### config.mk
export PLATFORM = sky130hd
export DESIGN_NAME = phy_hw_config
export DESIGN_NICKNAME = d
export VERILOG_FILES = /design/src/phy_cfg_pkg.sv /design/src/phy_hw_config.sv /design/src/cfg_sync.sv /design/src/reset_stretch.sv
export SDC_FILE = /design/constraint.sdc
export NUM_CORES = 1
export LEC_CHECK = 0
export CORE_ASPECT_RATIO = 0.8
export CORE_UTILIZATION = 30
export CTS_CLUSTER_SIZE = 12
export DETAILED_ROUTE_END_ITERATION = 7
export DONT_BUFFER_PORTS = 1
export PLACE_DENSITY = 0.48
export SYNTH_ARGS = -nofsm -noshare
export SYNTH_HDL_FRONTEND = slang
export SYNTH_SLANG_ARGS = --single-unit
### constraint.sdc
create_clock -name clk -period 6 [get_ports clk]
set_input_delay 0.3 -clock clk [delete_from_list [all_inputs] [get_ports clk]]
set_output_delay 0.3 -clock clk [all_outputs]
set_load 0.03 [all_outputs]
### src/phy_cfg_pkg.sv
// constants of the quad transceiver hardware configuration block
package phy_cfg_pkg;
	// clock and reset extension timing
	localparam int CLK_PERIOD_PS    = 5000;
	localparam int RESET_EXT_NS     = 205000;
	// nominal time, rounded down to whole cycles
	localparam int RESET_EXT_CYC    = (RESET_EXT_NS * 1000) / CLK_PERIOD_PS;
	localparam int RESET_CNT_W      = 17;
	localparam int SYNC_STAGES      = 2;

	// geometry of the management register space
	localparam int NUM_PORTS        = 4;
	localparam int ADDR_W           = 7;
	localparam int DATA_W           = 16;
	localparam int PORT_SEL_LSB     = 5;
	localparam int PHY_ADDR_W       = 5;

	// register numbers within one port
	localparam logic [4:0] REG_CTRL = 5'h00;
	localparam logic [4:0] REG_ADV  = 5'h04;
	localparam logic [4:0] REG_CFG  = 5'h13;

	// control register fields
	localparam int CTRL_RESET       = 15;
	localparam int CTRL_SPEED       = 13;
	localparam int CTRL_AN_EN       = 12;
	localparam int CTRL_POWER_DOWN_PIN       = 11;
	localparam int CTRL_AN_RESTART  = 9;
	localparam int CTRL_DUPLEX      = 8;

	// configuration register fields
	localparam int CFG_LINK_TEST_DIS = 8;
	localparam int CFG_SCR_BYPASS    = 3;
	localparam int CFG_FX            = 2;

	// advertisement field positions
	localparam int ADV_10_HD        = 5;
	localparam int ADV_10_FD        = 6;
	localparam int ADV_100_HD       = 7;
	localparam int ADV_100_FD       = 8;

	// software writable bits and reset values
	localparam logic [15:0] CTRL_WR_MASK = 16'hBB00;
	localparam logic [15:0] CFG_WR_MASK  = 16'h010C;
	localparam logic [15:0] REG_RST_VAL  = 16'h0000;

	// who drives the register bits
	typedef enum logic [1:0] {
		MODE_LOAD  = 2'b00,
		MODE_TRACK = 2'b01,
		MODE_SOFT  = 2'b11
	} ctrl_mode_t;
endpackage : phy_cfg_pkg

### src/phy_hw_config.sv
// hardware configuration pins, per-port management bits and reset extension
// Summary of operation
// [RQ1] with autoneg on, cfg0 rising restarts autoneg on all ports, sets 0.9
// [RQ2] with autoneg off, cfg0 high picks 100 Mbps (0.13=1), low 10 Mbps
// [RQ3] with autoneg on, cfg1, cfg2 and full-duplex pin set advertised abilities
// [RQ4] with autoneg off, cfg1 high disables 10M link test, 19.8 follows
// [RQ5] with autoneg off, cfg2 low twisted pair, high fiber, 19.2 follows
// [RQ6] a port in fiber mode has its scrambler disabled automatically
// [RQ7] the board must pick 100 Mbps whenever it picks fiber; strap_board forces cfg0 high only for fiber chosen through cfg2
// [RQ8] the board should pick interface through each port's own select pin
// [RQ9] all-port full-duplex pin high enables full duplex on every port
// [RQ10] fiber full-duplex pin enables full duplex on fiber ports only
// [RQ11] in twisted pair, scrambler-bypass pin drives 19.3 and the bypass
// [RQ12] in fiber mode scrambler is always bypassed, bypass pin ignored
// [RQ13] autoneg enable pin high enables autoneg on all four ports
// [RQ14] management address is three strap bits above the two-bit port number
// [RQ15] reset input and control bit 0.15 both reset the device
// [RQ16] internal reset lasts a further nominal 205 us after release
// [RQ17] power-down pin high or bit 0.11 forces power-down
// [RQ18] the board supplies a continuous reference clock
// [RQ19] management disable high: registers read-only, pins drive bits continuously
// [RQ20] management disable low: pins load defaults, then software owns bits
// [RQ21] pins pass two flip-flops; cfg0 edge found on synchronised level
//
// Local design decisions: the address-and-strobe port and the address map.
module phy_hw_config #(
	parameter int RESET_EXT_CYC = phy_cfg_pkg::RESET_EXT_CYC
) (
	input  wire logic                              clk,
	input  wire logic                              resetn,
	input  wire logic                              cfg0_pin,
	input  wire logic                              cfg1_pin,
	input  wire logic                              cfg2_pin,
	input  wire logic                              all_port_full_duplex_pin,
	input  wire logic                              fiber_full_duplex_pin,
	input  wire logic                              scrambler_bypass_pin,
	input  wire logic                              autoneg_enable_pin,
	input  wire logic                              phy_addr_strap_bit4,
	input  wire logic                              phy_addr_strap_bit3,
	input  wire logic                              phy_addr_strap_bit2,
	input  wire logic                              power_down_pin,
	input  wire logic                              management_disable_pin,
	input  wire logic [phy_cfg_pkg::NUM_PORTS-1:0] port_fx_select_pin,
	input  wire logic [phy_cfg_pkg::ADDR_W-1:0]    reg_addr,
	input  wire logic [phy_cfg_pkg::DATA_W-1:0]    reg_wdata,
	input  wire logic                              reg_wr,
	input  wire logic                              reg_rd,
	output logic      [phy_cfg_pkg::DATA_W-1:0]    reg_rdata,
	output logic                                   device_reset,
	output logic                                   mgmt_read_only,
	output logic      [phy_cfg_pkg::NUM_PORTS-1:0] speed_100,
	output logic      [phy_cfg_pkg::NUM_PORTS-1:0] autoneg_en,
	output logic      [phy_cfg_pkg::NUM_PORTS-1:0] autoneg_restart,
	output logic      [phy_cfg_pkg::NUM_PORTS-1:0] full_duplex,
	output logic      [phy_cfg_pkg::NUM_PORTS-1:0] link_test_dis,
	output logic      [phy_cfg_pkg::NUM_PORTS-1:0] fx_mode,
	output logic      [phy_cfg_pkg::NUM_PORTS-1:0] scrambler_bypassed,
	output logic      [phy_cfg_pkg::NUM_PORTS-1:0] power_down,
	output logic      [3:0]                        adv_ability,
	output logic      [phy_cfg_pkg::PHY_ADDR_W-1:0] phy_addr_p0,
	output logic      [phy_cfg_pkg::PHY_ADDR_W-1:0] phy_addr_p1,
	output logic      [phy_cfg_pkg::PHY_ADDR_W-1:0] phy_addr_p2,
	output logic      [phy_cfg_pkg::PHY_ADDR_W-1:0] phy_addr_p3
);
	localparam int NP = phy_cfg_pkg::NUM_PORTS;
	localparam int DW = phy_cfg_pkg::DATA_W;

	// control register value that the pins ask for
	function automatic logic [15:0] pin_ctrl(input logic an, input logic spd,
		input logic fd);
		logic [15:0] v;
		v = phy_cfg_pkg::REG_RST_VAL;
		v[phy_cfg_pkg::CTRL_AN_EN]  = an;
		v[phy_cfg_pkg::CTRL_SPEED]  = an | spd;
		v[phy_cfg_pkg::CTRL_DUPLEX] = fd;
		return v;
	endfunction : pin_ctrl

	// configuration register value that the pins ask for
	function automatic logic [15:0] pin_cfg(input logic an, input logic lt,
		input logic fx, input logic byp);
		logic [15:0] v;
		v = phy_cfg_pkg::REG_RST_VAL;
		v[phy_cfg_pkg::CFG_LINK_TEST_DIS] = ~an & lt;
		v[phy_cfg_pkg::CFG_FX]            = fx;
		v[phy_cfg_pkg::CFG_SCR_BYPASS]    = fx | byp;
		return v;
	endfunction : pin_cfg

	// merge a bus write under a field mask
	function automatic logic [15:0] merge(input logic [15:0] old, input logic [15:0] wd,
		input logic [15:0] mask);
		return (old & ~mask) | (wd & mask);
	endfunction : merge

	// synchronised pins
	logic [11:0] pin_raw;
	logic [11:0] pin_s;
	logic        cfg0_s;
	logic        cfg1_s;
	logic        cfg2_s;
	logic        fde_s;
	logic        fiber_full_duplex_pin_s;
	logic        byp_s;
	logic        an_s;
	logic        pd_s;
	logic        management_disable_pin_s;
	logic [2:0]  strap_s;
	logic [NP-1:0] port_fx_s;

	assign pin_raw = {cfg0_pin, cfg1_pin, cfg2_pin, all_port_full_duplex_pin,
		fiber_full_duplex_pin, scrambler_bypass_pin, autoneg_enable_pin,
		phy_addr_strap_bit4, phy_addr_strap_bit3, phy_addr_strap_bit2,
		power_down_pin, management_disable_pin};

	cfg_sync #(.W(12)) u_pin_sync ( // [RQ21]
		.clk    (clk),
		.resetn (resetn),
		.d      (pin_raw),
		.q      (pin_s)
	);

	cfg_sync #(.W(NP)) u_port_sync ( // [RQ21]
		.clk    (clk),
		.resetn (resetn),
		.d      (port_fx_select_pin),
		.q      (port_fx_s)
	);

	assign cfg0_s   = pin_s[11];
	assign cfg1_s   = pin_s[10];
	assign cfg2_s   = pin_s[9];
	assign fde_s    = pin_s[8];
	assign fiber_full_duplex_pin_s = pin_s[7];
	assign byp_s    = pin_s[6];
	assign an_s     = pin_s[5];
	assign strap_s  = pin_s[4:2];
	assign pd_s     = pin_s[1];
	assign management_disable_pin_s  = pin_s[0];

	// edge of cfg0 taken from the synchronised level only
	logic cfg0_d_ff;
	logic cfg0_rise;

	always_ff @(posedge clk or negedge resetn) begin
		if (!resetn) cfg0_d_ff <= 1'b0;
		else cfg0_d_ff <= cfg0_s;
	end

	assign cfg0_rise = cfg0_s & ~cfg0_d_ff; // [RQ21]

	// internal reset: reset input or any port's reset bit, then extended
	logic [DW-1:0] ctrl_ff [NP];
	logic [DW-1:0] cfg_ff [NP];
	logic [NP-1:0] soft_rst;
	logic          rst_trigger;
	logic          rst_active;

	assign rst_trigger = |soft_rst; // [RQ15]

	reset_stretch #(.CYC(RESET_EXT_CYC)) u_stretch ( // [RQ16]
		.clk     (clk),
		.resetn  (resetn),
		.trigger (rst_trigger),
		.active  (rst_active)
	);

	// ownership of register bits
	phy_cfg_pkg::ctrl_mode_t mode_ff;
	phy_cfg_pkg::ctrl_mode_t nxt_mode;

	always_comb begin
		nxt_mode = mode_ff;
		if (rst_active) begin
			nxt_mode = phy_cfg_pkg::MODE_LOAD;
		end else begin
			unique case (mode_ff)
				phy_cfg_pkg::MODE_LOAD,
				phy_cfg_pkg::MODE_TRACK,
				phy_cfg_pkg::MODE_SOFT: begin
					nxt_mode = management_disable_pin_s ? phy_cfg_pkg::MODE_TRACK : phy_cfg_pkg::MODE_SOFT;
				end
				default: begin
					nxt_mode = phy_cfg_pkg::MODE_LOAD;
				end
			endcase
		end
	end

	always_ff @(posedge clk or negedge resetn) begin
		if (!resetn) mode_ff <= phy_cfg_pkg::MODE_LOAD;
		else mode_ff <= nxt_mode;
	end

	logic in_load;
	logic in_track;
	logic in_soft;
	logic [1:0] wr_port;
	logic [4:0] wr_reg;

	assign in_load  = (mode_ff == phy_cfg_pkg::MODE_LOAD);
	assign in_track = (mode_ff == phy_cfg_pkg::MODE_TRACK);
	assign in_soft  = (mode_ff == phy_cfg_pkg::MODE_SOFT) & ~management_disable_pin_s; // [RQ19]
	assign wr_port  = reg_addr[phy_cfg_pkg::ADDR_W-1:phy_cfg_pkg::PORT_SEL_LSB];
	assign wr_reg   = reg_addr[phy_cfg_pkg::PORT_SEL_LSB-1:0];

	// per-port register bits
	for (genvar p = 0; p < NP; p++) begin : g_port
		logic          an_bit;
		logic          fx_sel;
		logic          fd_sel;
		logic [DW-1:0] ctrl_pin;
		logic [DW-1:0] cfg_pin;
		logic          wr_ctrl;
		logic          wr_cfg;
		logic [DW-1:0] nxt_ctrl;
		logic [DW-1:0] nxt_cfg;

		assign an_bit   = ctrl_ff[p][phy_cfg_pkg::CTRL_AN_EN];
		// global cfg2 selects fiber only with autoneg off; the port pin always can
		assign fx_sel   = port_fx_s[p] | (~an_s & cfg2_s); // [RQ5]
		assign fd_sel   = fde_s | (fx_sel & fiber_full_duplex_pin_s); // [RQ9] [RQ10]
		assign ctrl_pin = pin_ctrl(an_s, cfg0_s, fd_sel); // [RQ2] [RQ13]
		assign cfg_pin  = pin_cfg(an_s, cfg1_s, fx_sel, byp_s); // [RQ4] [RQ11] [RQ12]
		assign wr_ctrl  = reg_wr & in_soft & (wr_port == 2'(p)) &
			(wr_reg == phy_cfg_pkg::REG_CTRL);
		assign wr_cfg   = reg_wr & in_soft & (wr_port == 2'(p)) &
			(wr_reg == phy_cfg_pkg::REG_CFG);
		assign soft_rst[p] = ctrl_ff[p][phy_cfg_pkg::CTRL_RESET];

		always_comb begin
			nxt_ctrl = ctrl_ff[p];
			nxt_cfg  = cfg_ff[p];
			if (in_load || in_track) begin
				// pins load defaults, and keep driving while management is disabled
				nxt_ctrl = ctrl_pin; // [RQ19] [RQ20]
				nxt_cfg  = cfg_pin;
			end else begin
				nxt_ctrl[phy_cfg_pkg::CTRL_AN_RESTART] = 1'b0;
				if (wr_ctrl) nxt_ctrl = merge(nxt_ctrl, reg_wdata, phy_cfg_pkg::CTRL_WR_MASK); // [RQ20]
				if (wr_cfg) nxt_cfg = merge(nxt_cfg, reg_wdata, phy_cfg_pkg::CFG_WR_MASK);
			end
			// restart request wins over its own self-clear and over a write
			if (!in_load && an_bit && cfg0_rise) begin
				nxt_ctrl[phy_cfg_pkg::CTRL_AN_RESTART] = 1'b1; // [RQ1]
			end
		end

		always_ff @(posedge clk or negedge resetn) begin
			if (!resetn) begin
				ctrl_ff[p] <= phy_cfg_pkg::REG_RST_VAL;
				cfg_ff[p]  <= phy_cfg_pkg::REG_RST_VAL;
			end else begin
				ctrl_ff[p] <= nxt_ctrl;
				cfg_ff[p]  <= nxt_cfg;
			end
		end
	end

	// advertised abilities; cfg1 offers 100M, cfg2 or a missing 100M offers 10M
	logic       adv_100;
	logic       adv_10;
	logic [3:0] nxt_adv;

	assign adv_100 = cfg1_s;
	assign adv_10  = cfg2_s | ~cfg1_s;
	assign nxt_adv = an_s ? {adv_100 & fde_s, adv_100, adv_10 & fde_s, adv_10} : 4'h0; // [RQ3]

	// register read mux, answer stands in the cycle after the strobe
	logic [DW-1:0] rd_val;
	logic [DW-1:0] rd_ctrl;
	logic [DW-1:0] rd_cfg;
	logic [DW-1:0] rd_adv;
	logic [3:0]    adv_ff;

	assign rd_ctrl = ctrl_ff[wr_port];
	assign rd_cfg  = cfg_ff[wr_port] | ({{(DW-1){1'b0}}, cfg_ff[wr_port][phy_cfg_pkg::CFG_FX]}
		<< phy_cfg_pkg::CFG_SCR_BYPASS);
	assign rd_adv  = {{(DW-4){1'b0}}, adv_ff} << phy_cfg_pkg::ADV_10_HD;
	assign rd_val  = (wr_reg == phy_cfg_pkg::REG_CTRL) ? rd_ctrl :
		(wr_reg == phy_cfg_pkg::REG_CFG) ? rd_cfg :
		(wr_reg == phy_cfg_pkg::REG_ADV) ? rd_adv : '0;

	// registered outputs
	logic [DW-1:0]   rdata_ff;
	logic            dev_rst_ff;
	logic            ro_ff;
	logic [NP-1:0]   speed_ff;
	logic [NP-1:0]   an_ff;
	logic [NP-1:0]   restart_ff;
	logic [NP-1:0]   dup_ff;
	logic [NP-1:0]   lt_ff;
	logic [NP-1:0]   fx_ff;
	logic [NP-1:0]   scr_ff;
	logic [NP-1:0]   pd_ff;
	logic [NP*5-1:0] addr_ff;
	logic [NP-1:0]   nxt_speed;
	logic [NP-1:0]   nxt_an;
	logic [NP-1:0]   nxt_restart;
	logic [NP-1:0]   nxt_dup;
	logic [NP-1:0]   nxt_lt;
	logic [NP-1:0]   nxt_fx;
	logic [NP-1:0]   nxt_scr;
	logic [NP-1:0]   nxt_pd;
	logic [NP*5-1:0] nxt_addr;

	for (genvar p = 0; p < NP; p++) begin : g_out
		assign nxt_speed[p]   = ctrl_ff[p][phy_cfg_pkg::CTRL_SPEED];
		assign nxt_an[p]      = ctrl_ff[p][phy_cfg_pkg::CTRL_AN_EN];
		assign nxt_restart[p] = ctrl_ff[p][phy_cfg_pkg::CTRL_AN_RESTART];
		assign nxt_dup[p]     = ctrl_ff[p][phy_cfg_pkg::CTRL_DUPLEX];
		assign nxt_lt[p]      = cfg_ff[p][phy_cfg_pkg::CFG_LINK_TEST_DIS];
		assign nxt_fx[p]      = cfg_ff[p][phy_cfg_pkg::CFG_FX];
		assign nxt_scr[p]     = cfg_ff[p][phy_cfg_pkg::CFG_SCR_BYPASS] |
			cfg_ff[p][phy_cfg_pkg::CFG_FX]; // [RQ6] [RQ12]
		assign nxt_pd[p]      = ctrl_ff[p][phy_cfg_pkg::CTRL_POWER_DOWN_PIN] | pd_s; // [RQ17]
		assign nxt_addr[p*5 +: 5] = {strap_s, 2'(p)}; // [RQ14]
	end

	always_ff @(posedge clk or negedge resetn) begin
		if (!resetn) begin
			rdata_ff <= '0;
			adv_ff   <= '0;
			dev_rst_ff <= 1'b1;
			ro_ff    <= 1'b0;
			{speed_ff, an_ff, restart_ff, dup_ff} <= '0;
			{lt_ff, fx_ff, scr_ff, pd_ff} <= '0;
			addr_ff  <= '0;
		end else begin
			rdata_ff <= reg_rd ? rd_val : '0;
			adv_ff   <= nxt_adv;
			dev_rst_ff <= rst_active; // [RQ15] [RQ16]
			ro_ff    <= management_disable_pin_s; // [RQ19]
			{speed_ff, an_ff, restart_ff, dup_ff} <= {nxt_speed, nxt_an, nxt_restart, nxt_dup};
			{lt_ff, fx_ff, scr_ff, pd_ff} <= {nxt_lt, nxt_fx, nxt_scr, nxt_pd};
			addr_ff  <= nxt_addr;
		end
	end

	assign reg_rdata          = rdata_ff;
	assign device_reset       = dev_rst_ff;
	assign mgmt_read_only     = ro_ff;
	assign speed_100          = speed_ff;
	assign autoneg_en         = an_ff;
	assign autoneg_restart    = restart_ff;
	assign full_duplex        = dup_ff;
	assign link_test_dis      = lt_ff;
	assign fx_mode            = fx_ff;
	assign scrambler_bypassed = scr_ff;
	assign power_down         = pd_ff;
	assign adv_ability        = adv_ff;
	assign phy_addr_p0        = addr_ff[4:0];
	assign phy_addr_p1        = addr_ff[9:5];
	assign phy_addr_p2        = addr_ff[14:10];
	assign phy_addr_p3        = addr_ff[19:15];

	logic an_bit_any;

	assign an_bit_any = |nxt_an;
endmodule : phy_hw_config

### src/cfg_sync.sv
// two flip-flop synchroniser for a group of pin levels
module cfg_sync #(
	parameter int W = 1
) (
	input  wire logic         clk,
	input  wire logic         resetn,
	input  wire logic [W-1:0] d,
	output logic      [W-1:0] q
);
	logic [W-1:0] meta_ff;
	logic [W-1:0] q_ff;

	always_ff @(posedge clk or negedge resetn) begin
		if (!resetn) begin
			meta_ff <= '0;
			q_ff    <= '0;
		end else begin
			meta_ff <= d;
			q_ff    <= meta_ff;
		end
	end

	assign q = q_ff;
endmodule : cfg_sync

### src/reset_stretch.sv
// holds the internal reset for a fixed count after its sources go away
module reset_stretch #(
	parameter int CYC = 1
) (
	input  wire logic clk,
	input  wire logic resetn,
	input  wire logic trigger,
	output logic      active
);
	localparam logic [phy_cfg_pkg::RESET_CNT_W-1:0] LOAD = CYC[phy_cfg_pkg::RESET_CNT_W-1:0];

	logic [phy_cfg_pkg::RESET_CNT_W-1:0] cnt_ff;
	logic [phy_cfg_pkg::RESET_CNT_W-1:0] nxt_cnt;
	logic                                active_ff;

	assign nxt_cnt = trigger ? LOAD : ((cnt_ff != '0) ? cnt_ff - 1'b1 : cnt_ff);

	always_ff @(posedge clk or negedge resetn) begin
		if (!resetn) begin
			cnt_ff    <= LOAD;
			active_ff <= 1'b1;
		end else begin
			cnt_ff    <= nxt_cnt;
			active_ff <= (nxt_cnt != '0);
		end
	end

	assign active = active_ff;
endmodule : reset_stretch

==> results.sh <==
export IMPL_period_needed_ns=2.35
export IMPL_worst_hold_path_type="input pin to register"
export IMPL_initial_utilization_pct=31.1
export IMPL_cp_arrival_ns=2.66
export IMPL_grt_first_pass_wirelength_mm=18.5
export IMPL_postRouteWirelength_mm=11.8
export IMPL_post_synth_cell_area_avg_um2=13.0
export IMPL_antenna_found_initial=0
export IMPL_finalInstanceArea_um2=6460
export IMPL_design_power_total_w=0.00257
export IMPL_synth_async_reset_ratio_pct=100
export IMPL_ant_nets=0
export IMPL_layout_drive_gt1_share_pct=14.4
export IMPL_post_route_worst_setup_slack_ns=3.65
export IMPL_timing_max_slew_rel_slack_pct=30.7
export IMPL_post_dp_hpwl_mm=7.76
export IMPL_final_hold_viol_count=0
export IMPL_fmax_mhz=425
export IMPL_syn2layout_area_growth_pct=17.7
export IMPL_unrepaired_setup_endpoints_after_global_routing="no"
export IMPL_clk_root_buffer_cell="sky130_fd_sc_hd__clkbuf_16"
export IMPL_setup_reg_to_reg_worst_slack_ns=3.65
export IMPL_irDropWorstVdd_mv=0.184
export IMPL_ioPinCount=117
export IMPL_number_of_enable_flip_flop_cells_after_synthesis=0
export IMPL_floorplan_die_area_um2=18900
export IMPL_cts_buffers_inserted=17
export IMPL_timing_hold_worst_path_depth=2
export IMPL_finish_net_count=484
export IMPL_avg_wl_per_cell_um=17.5
export IMPL_ys_seq_elements=143
export IMPL_mostFrequentLayoutCell="sky130_fd_sc_hd__dfrtp_1"
export IMPL_status="finished, final reports clean"
export IMPL_max_cap_violations=0
export IMPL_cp_max_fo=5
export IMPL_powerDensity_nw_per_um2=397
export IMPL_ctsLongestPathBuffers=2
export IMPL_cellLeakagePower_nw=2.84
export IMPL_die_w_um=153
export IMPL_core_area_um2=17600
export IMPL_cts_sink_count=143
export IMPL_via_count=3194
export IMPL_die_height_um=123
export IMPL_worst_slew_pin_slew_ns=1.04
export IMPL_first_global_vias=3264
export IMPL_worst_ep_required_time_ns=6.30
export IMPL_placedInstanceArea_um2=5630
export IMPL_grt_start_max_net_pins=144
export IMPL_count_of_inserted_antenna_diode_cells=0
export IMPL_grt_usage_pct=13.5
export IMPL_synthFlopType="sky130_fd_sc_hd__dfrtp_1"
export IMPL_synth_cell_area_um2=5490
export IMPL_dpl_worst_slack_ns=3.65
export IMPL_setup_tns_ns=0
export IMPL_worst_r2r_cell_count=4
export IMPL_drtIter0Drc=187
export IMPL_post_route_period_util_pct=39.2
export IMPL_drtPass1Iterations=4
export IMPL_netlist_cell_type_count=49
export IMPL_number_of_h_tree_levels=4
export IMPL_global_route_overflow=0
export IMPL_io_buffers=0
export IMPL_route_detailed_vias_per_inst=4.72
export IMPL_clock_skew_ns=0.00613
export IMPL_critPathLaunchType="register"
export IMPL_synth_seq_area_share_pct=65.3
export IMPL_report_final_slew_viol_count=0
export IMPL_cts_tree="yes"
export IMPL_cts_post_setup_buffers_inserted=0
export IMPL_place_gp_congestion=0.786
export IMPL_post_synth_inst_count=422
export IMPL_count_of_synthesis_stage_warnings_from_yosys=0
export IMPL_worst_setup_end_kind="register"
export IMPL_clock_insertion_delay_worst_skew_ns=0.42
export IMPL_timing_setup_critical_path_class="register to register"
export IMPL_layout_common_cells="sky130_fd_sc_hd__dfrtp_1 (137), sky130_fd_sc_hd__nor2_1 (31), sky130_fd_sc_hd__a21oi_1 (25), sky130_fd_sc_hd__mux2i_1 (23), sky130_fd_sc_hd__dlygate4sd3_1 (19)"
export IMPL_clk_transition_reported_paths_ns=0.06
export IMPL_drc_errors=0
export IMPL_dp_cells=625
export IMPL_final_instance_count_excl_fill=677
export IMPL_setup_violations=0
export IMPL_rows=43
-- path summary, 6_finish.rpt --
kind	start	end
min reg2reg	u_pin_sync.meta_ff[5]	u_pin_sync.q[5]
min in group asynchronous	resetn	u_stretch.cnt_ff[6]
max reg2reg	u_pin_sync.q[0]	cfg_ff[24]
max in group asynchronous	resetn	reg_rdata[13]
min	reg_wdata[11]	ctrl_ff[59]
max	u_pin_sync.q[0]	cfg_ff[24]
-- power by group --
| group | internal, W | total, W | leakage (nW) | switching (W) |
|---|---|---|---|---|
| registers | 0.00107 | 0.00120 | 1.71 | 0.000137 |
| clock network | 0.000697 | 0.00110 | 0.295 | 0.000400 |
| logic | 0.000123 | 0.000268 | 0.829 | 0.000145 |
| total | 0.00189 | 0.00257 | 2.84 | 0.000683 |
-- logic make-up (layout without fill, tap and decap cells) --
family	count (synthesis)	after routing	synth area share, %
flops	143	143	65.3
fa+ha+maj	2	2	0.456
xor+xnor	11	11	1.75
compound gates	54	54	5.85
simple gates	134	134	13.7
buf+inv	40	66	4.12
other cells	2	6	0.137
mux	36	36	8.70
-- cell usage after synthesis (9+ instances only) --
cell                      instances  share of area [%]
sky130_fd_sc_hd__inv_1           11               0.75
sky130_fd_sc_hd__mux2i_1         23                4.2
sky130_fd_sc_hd__nand3_1         10               0.91
sky130_fd_sc_hd__nor2b_1         13                1.5
sky130_fd_sc_hd__nor3_1           9               0.82
sky130_fd_sc_hd__nand2_1         16                1.1
sky130_fd_sc_hd__mux4_2           9                3.7
sky130_fd_sc_hd__a21oi_1         25                2.3
sky130_fd_sc_hd__buf_4           20                2.7
sky130_fd_sc_hd__nor2_1          31                2.1
sky130_fd_sc_hd__dfrtp_1        137                 62
sky130_fd_sc_hd__o21ai_0         10               0.91
-- area by class of cell --
cell class                      count  area, um^2
Clock buffer                       23         488
Tap cell                          225         282
Multi-Input combinational cell    243        1700
Inverter                           11        41.3
Sequential cell                   143        3590
Clock inverter                      9         131
Fill cell                        1724       11200
Timing Repair Buffer               23         240
-- layer usage --
metal  GRT usage [%]  part of all wire (%)
met1            18.2                    49
met2            19.4                    44
met3            4.49                   5.9
met5               0                     0
met4            6.50                   1.5
-- critical path: stages, from the launching register on --
cell and delay (ns):
sky130_fd_sc_hd__dfrtp_1 0.41, sky130_fd_sc_hd__nand4b_2 0.32, sky130_fd_sc_hd__or4_4 0.51, sky130_fd_sc_hd__o21ai_0 0.60
sky130_fd_sc_hd__mux2_2 0.40
-- state kept, by name (all words and copies together) (netlist names), 12 cells and up --
| name | count |
|---|---|
| cfg_ff | 12 |
| u_stretch.cnt_ff | 17 |
| ctrl_ff | 24 |
| u_pin_sync.q | 12 |
| u_pin_sync.meta_ff | 12 |
| reg_rdata | 12 |
-- stage by stage --
stage / hold slack, ns / util [%]
floorplan: 0.00441 / -
global placement: 0.0108 / 31.9
detailed placement: 0.0109 / 31.9
CTS: 0.0125 / 36.6
global route: 0.0323 / 36.6
finish: 0.0339 / 36.6
-- repair_timing --
action / CTS / global route
endpoints found under the hold margin: 161 / 0
endpoints found under the setup margin: 0 / 0
gates resized for setup: 0 / 0
hold buffers: 20 / 0
(Power assumes the default switching activity.)
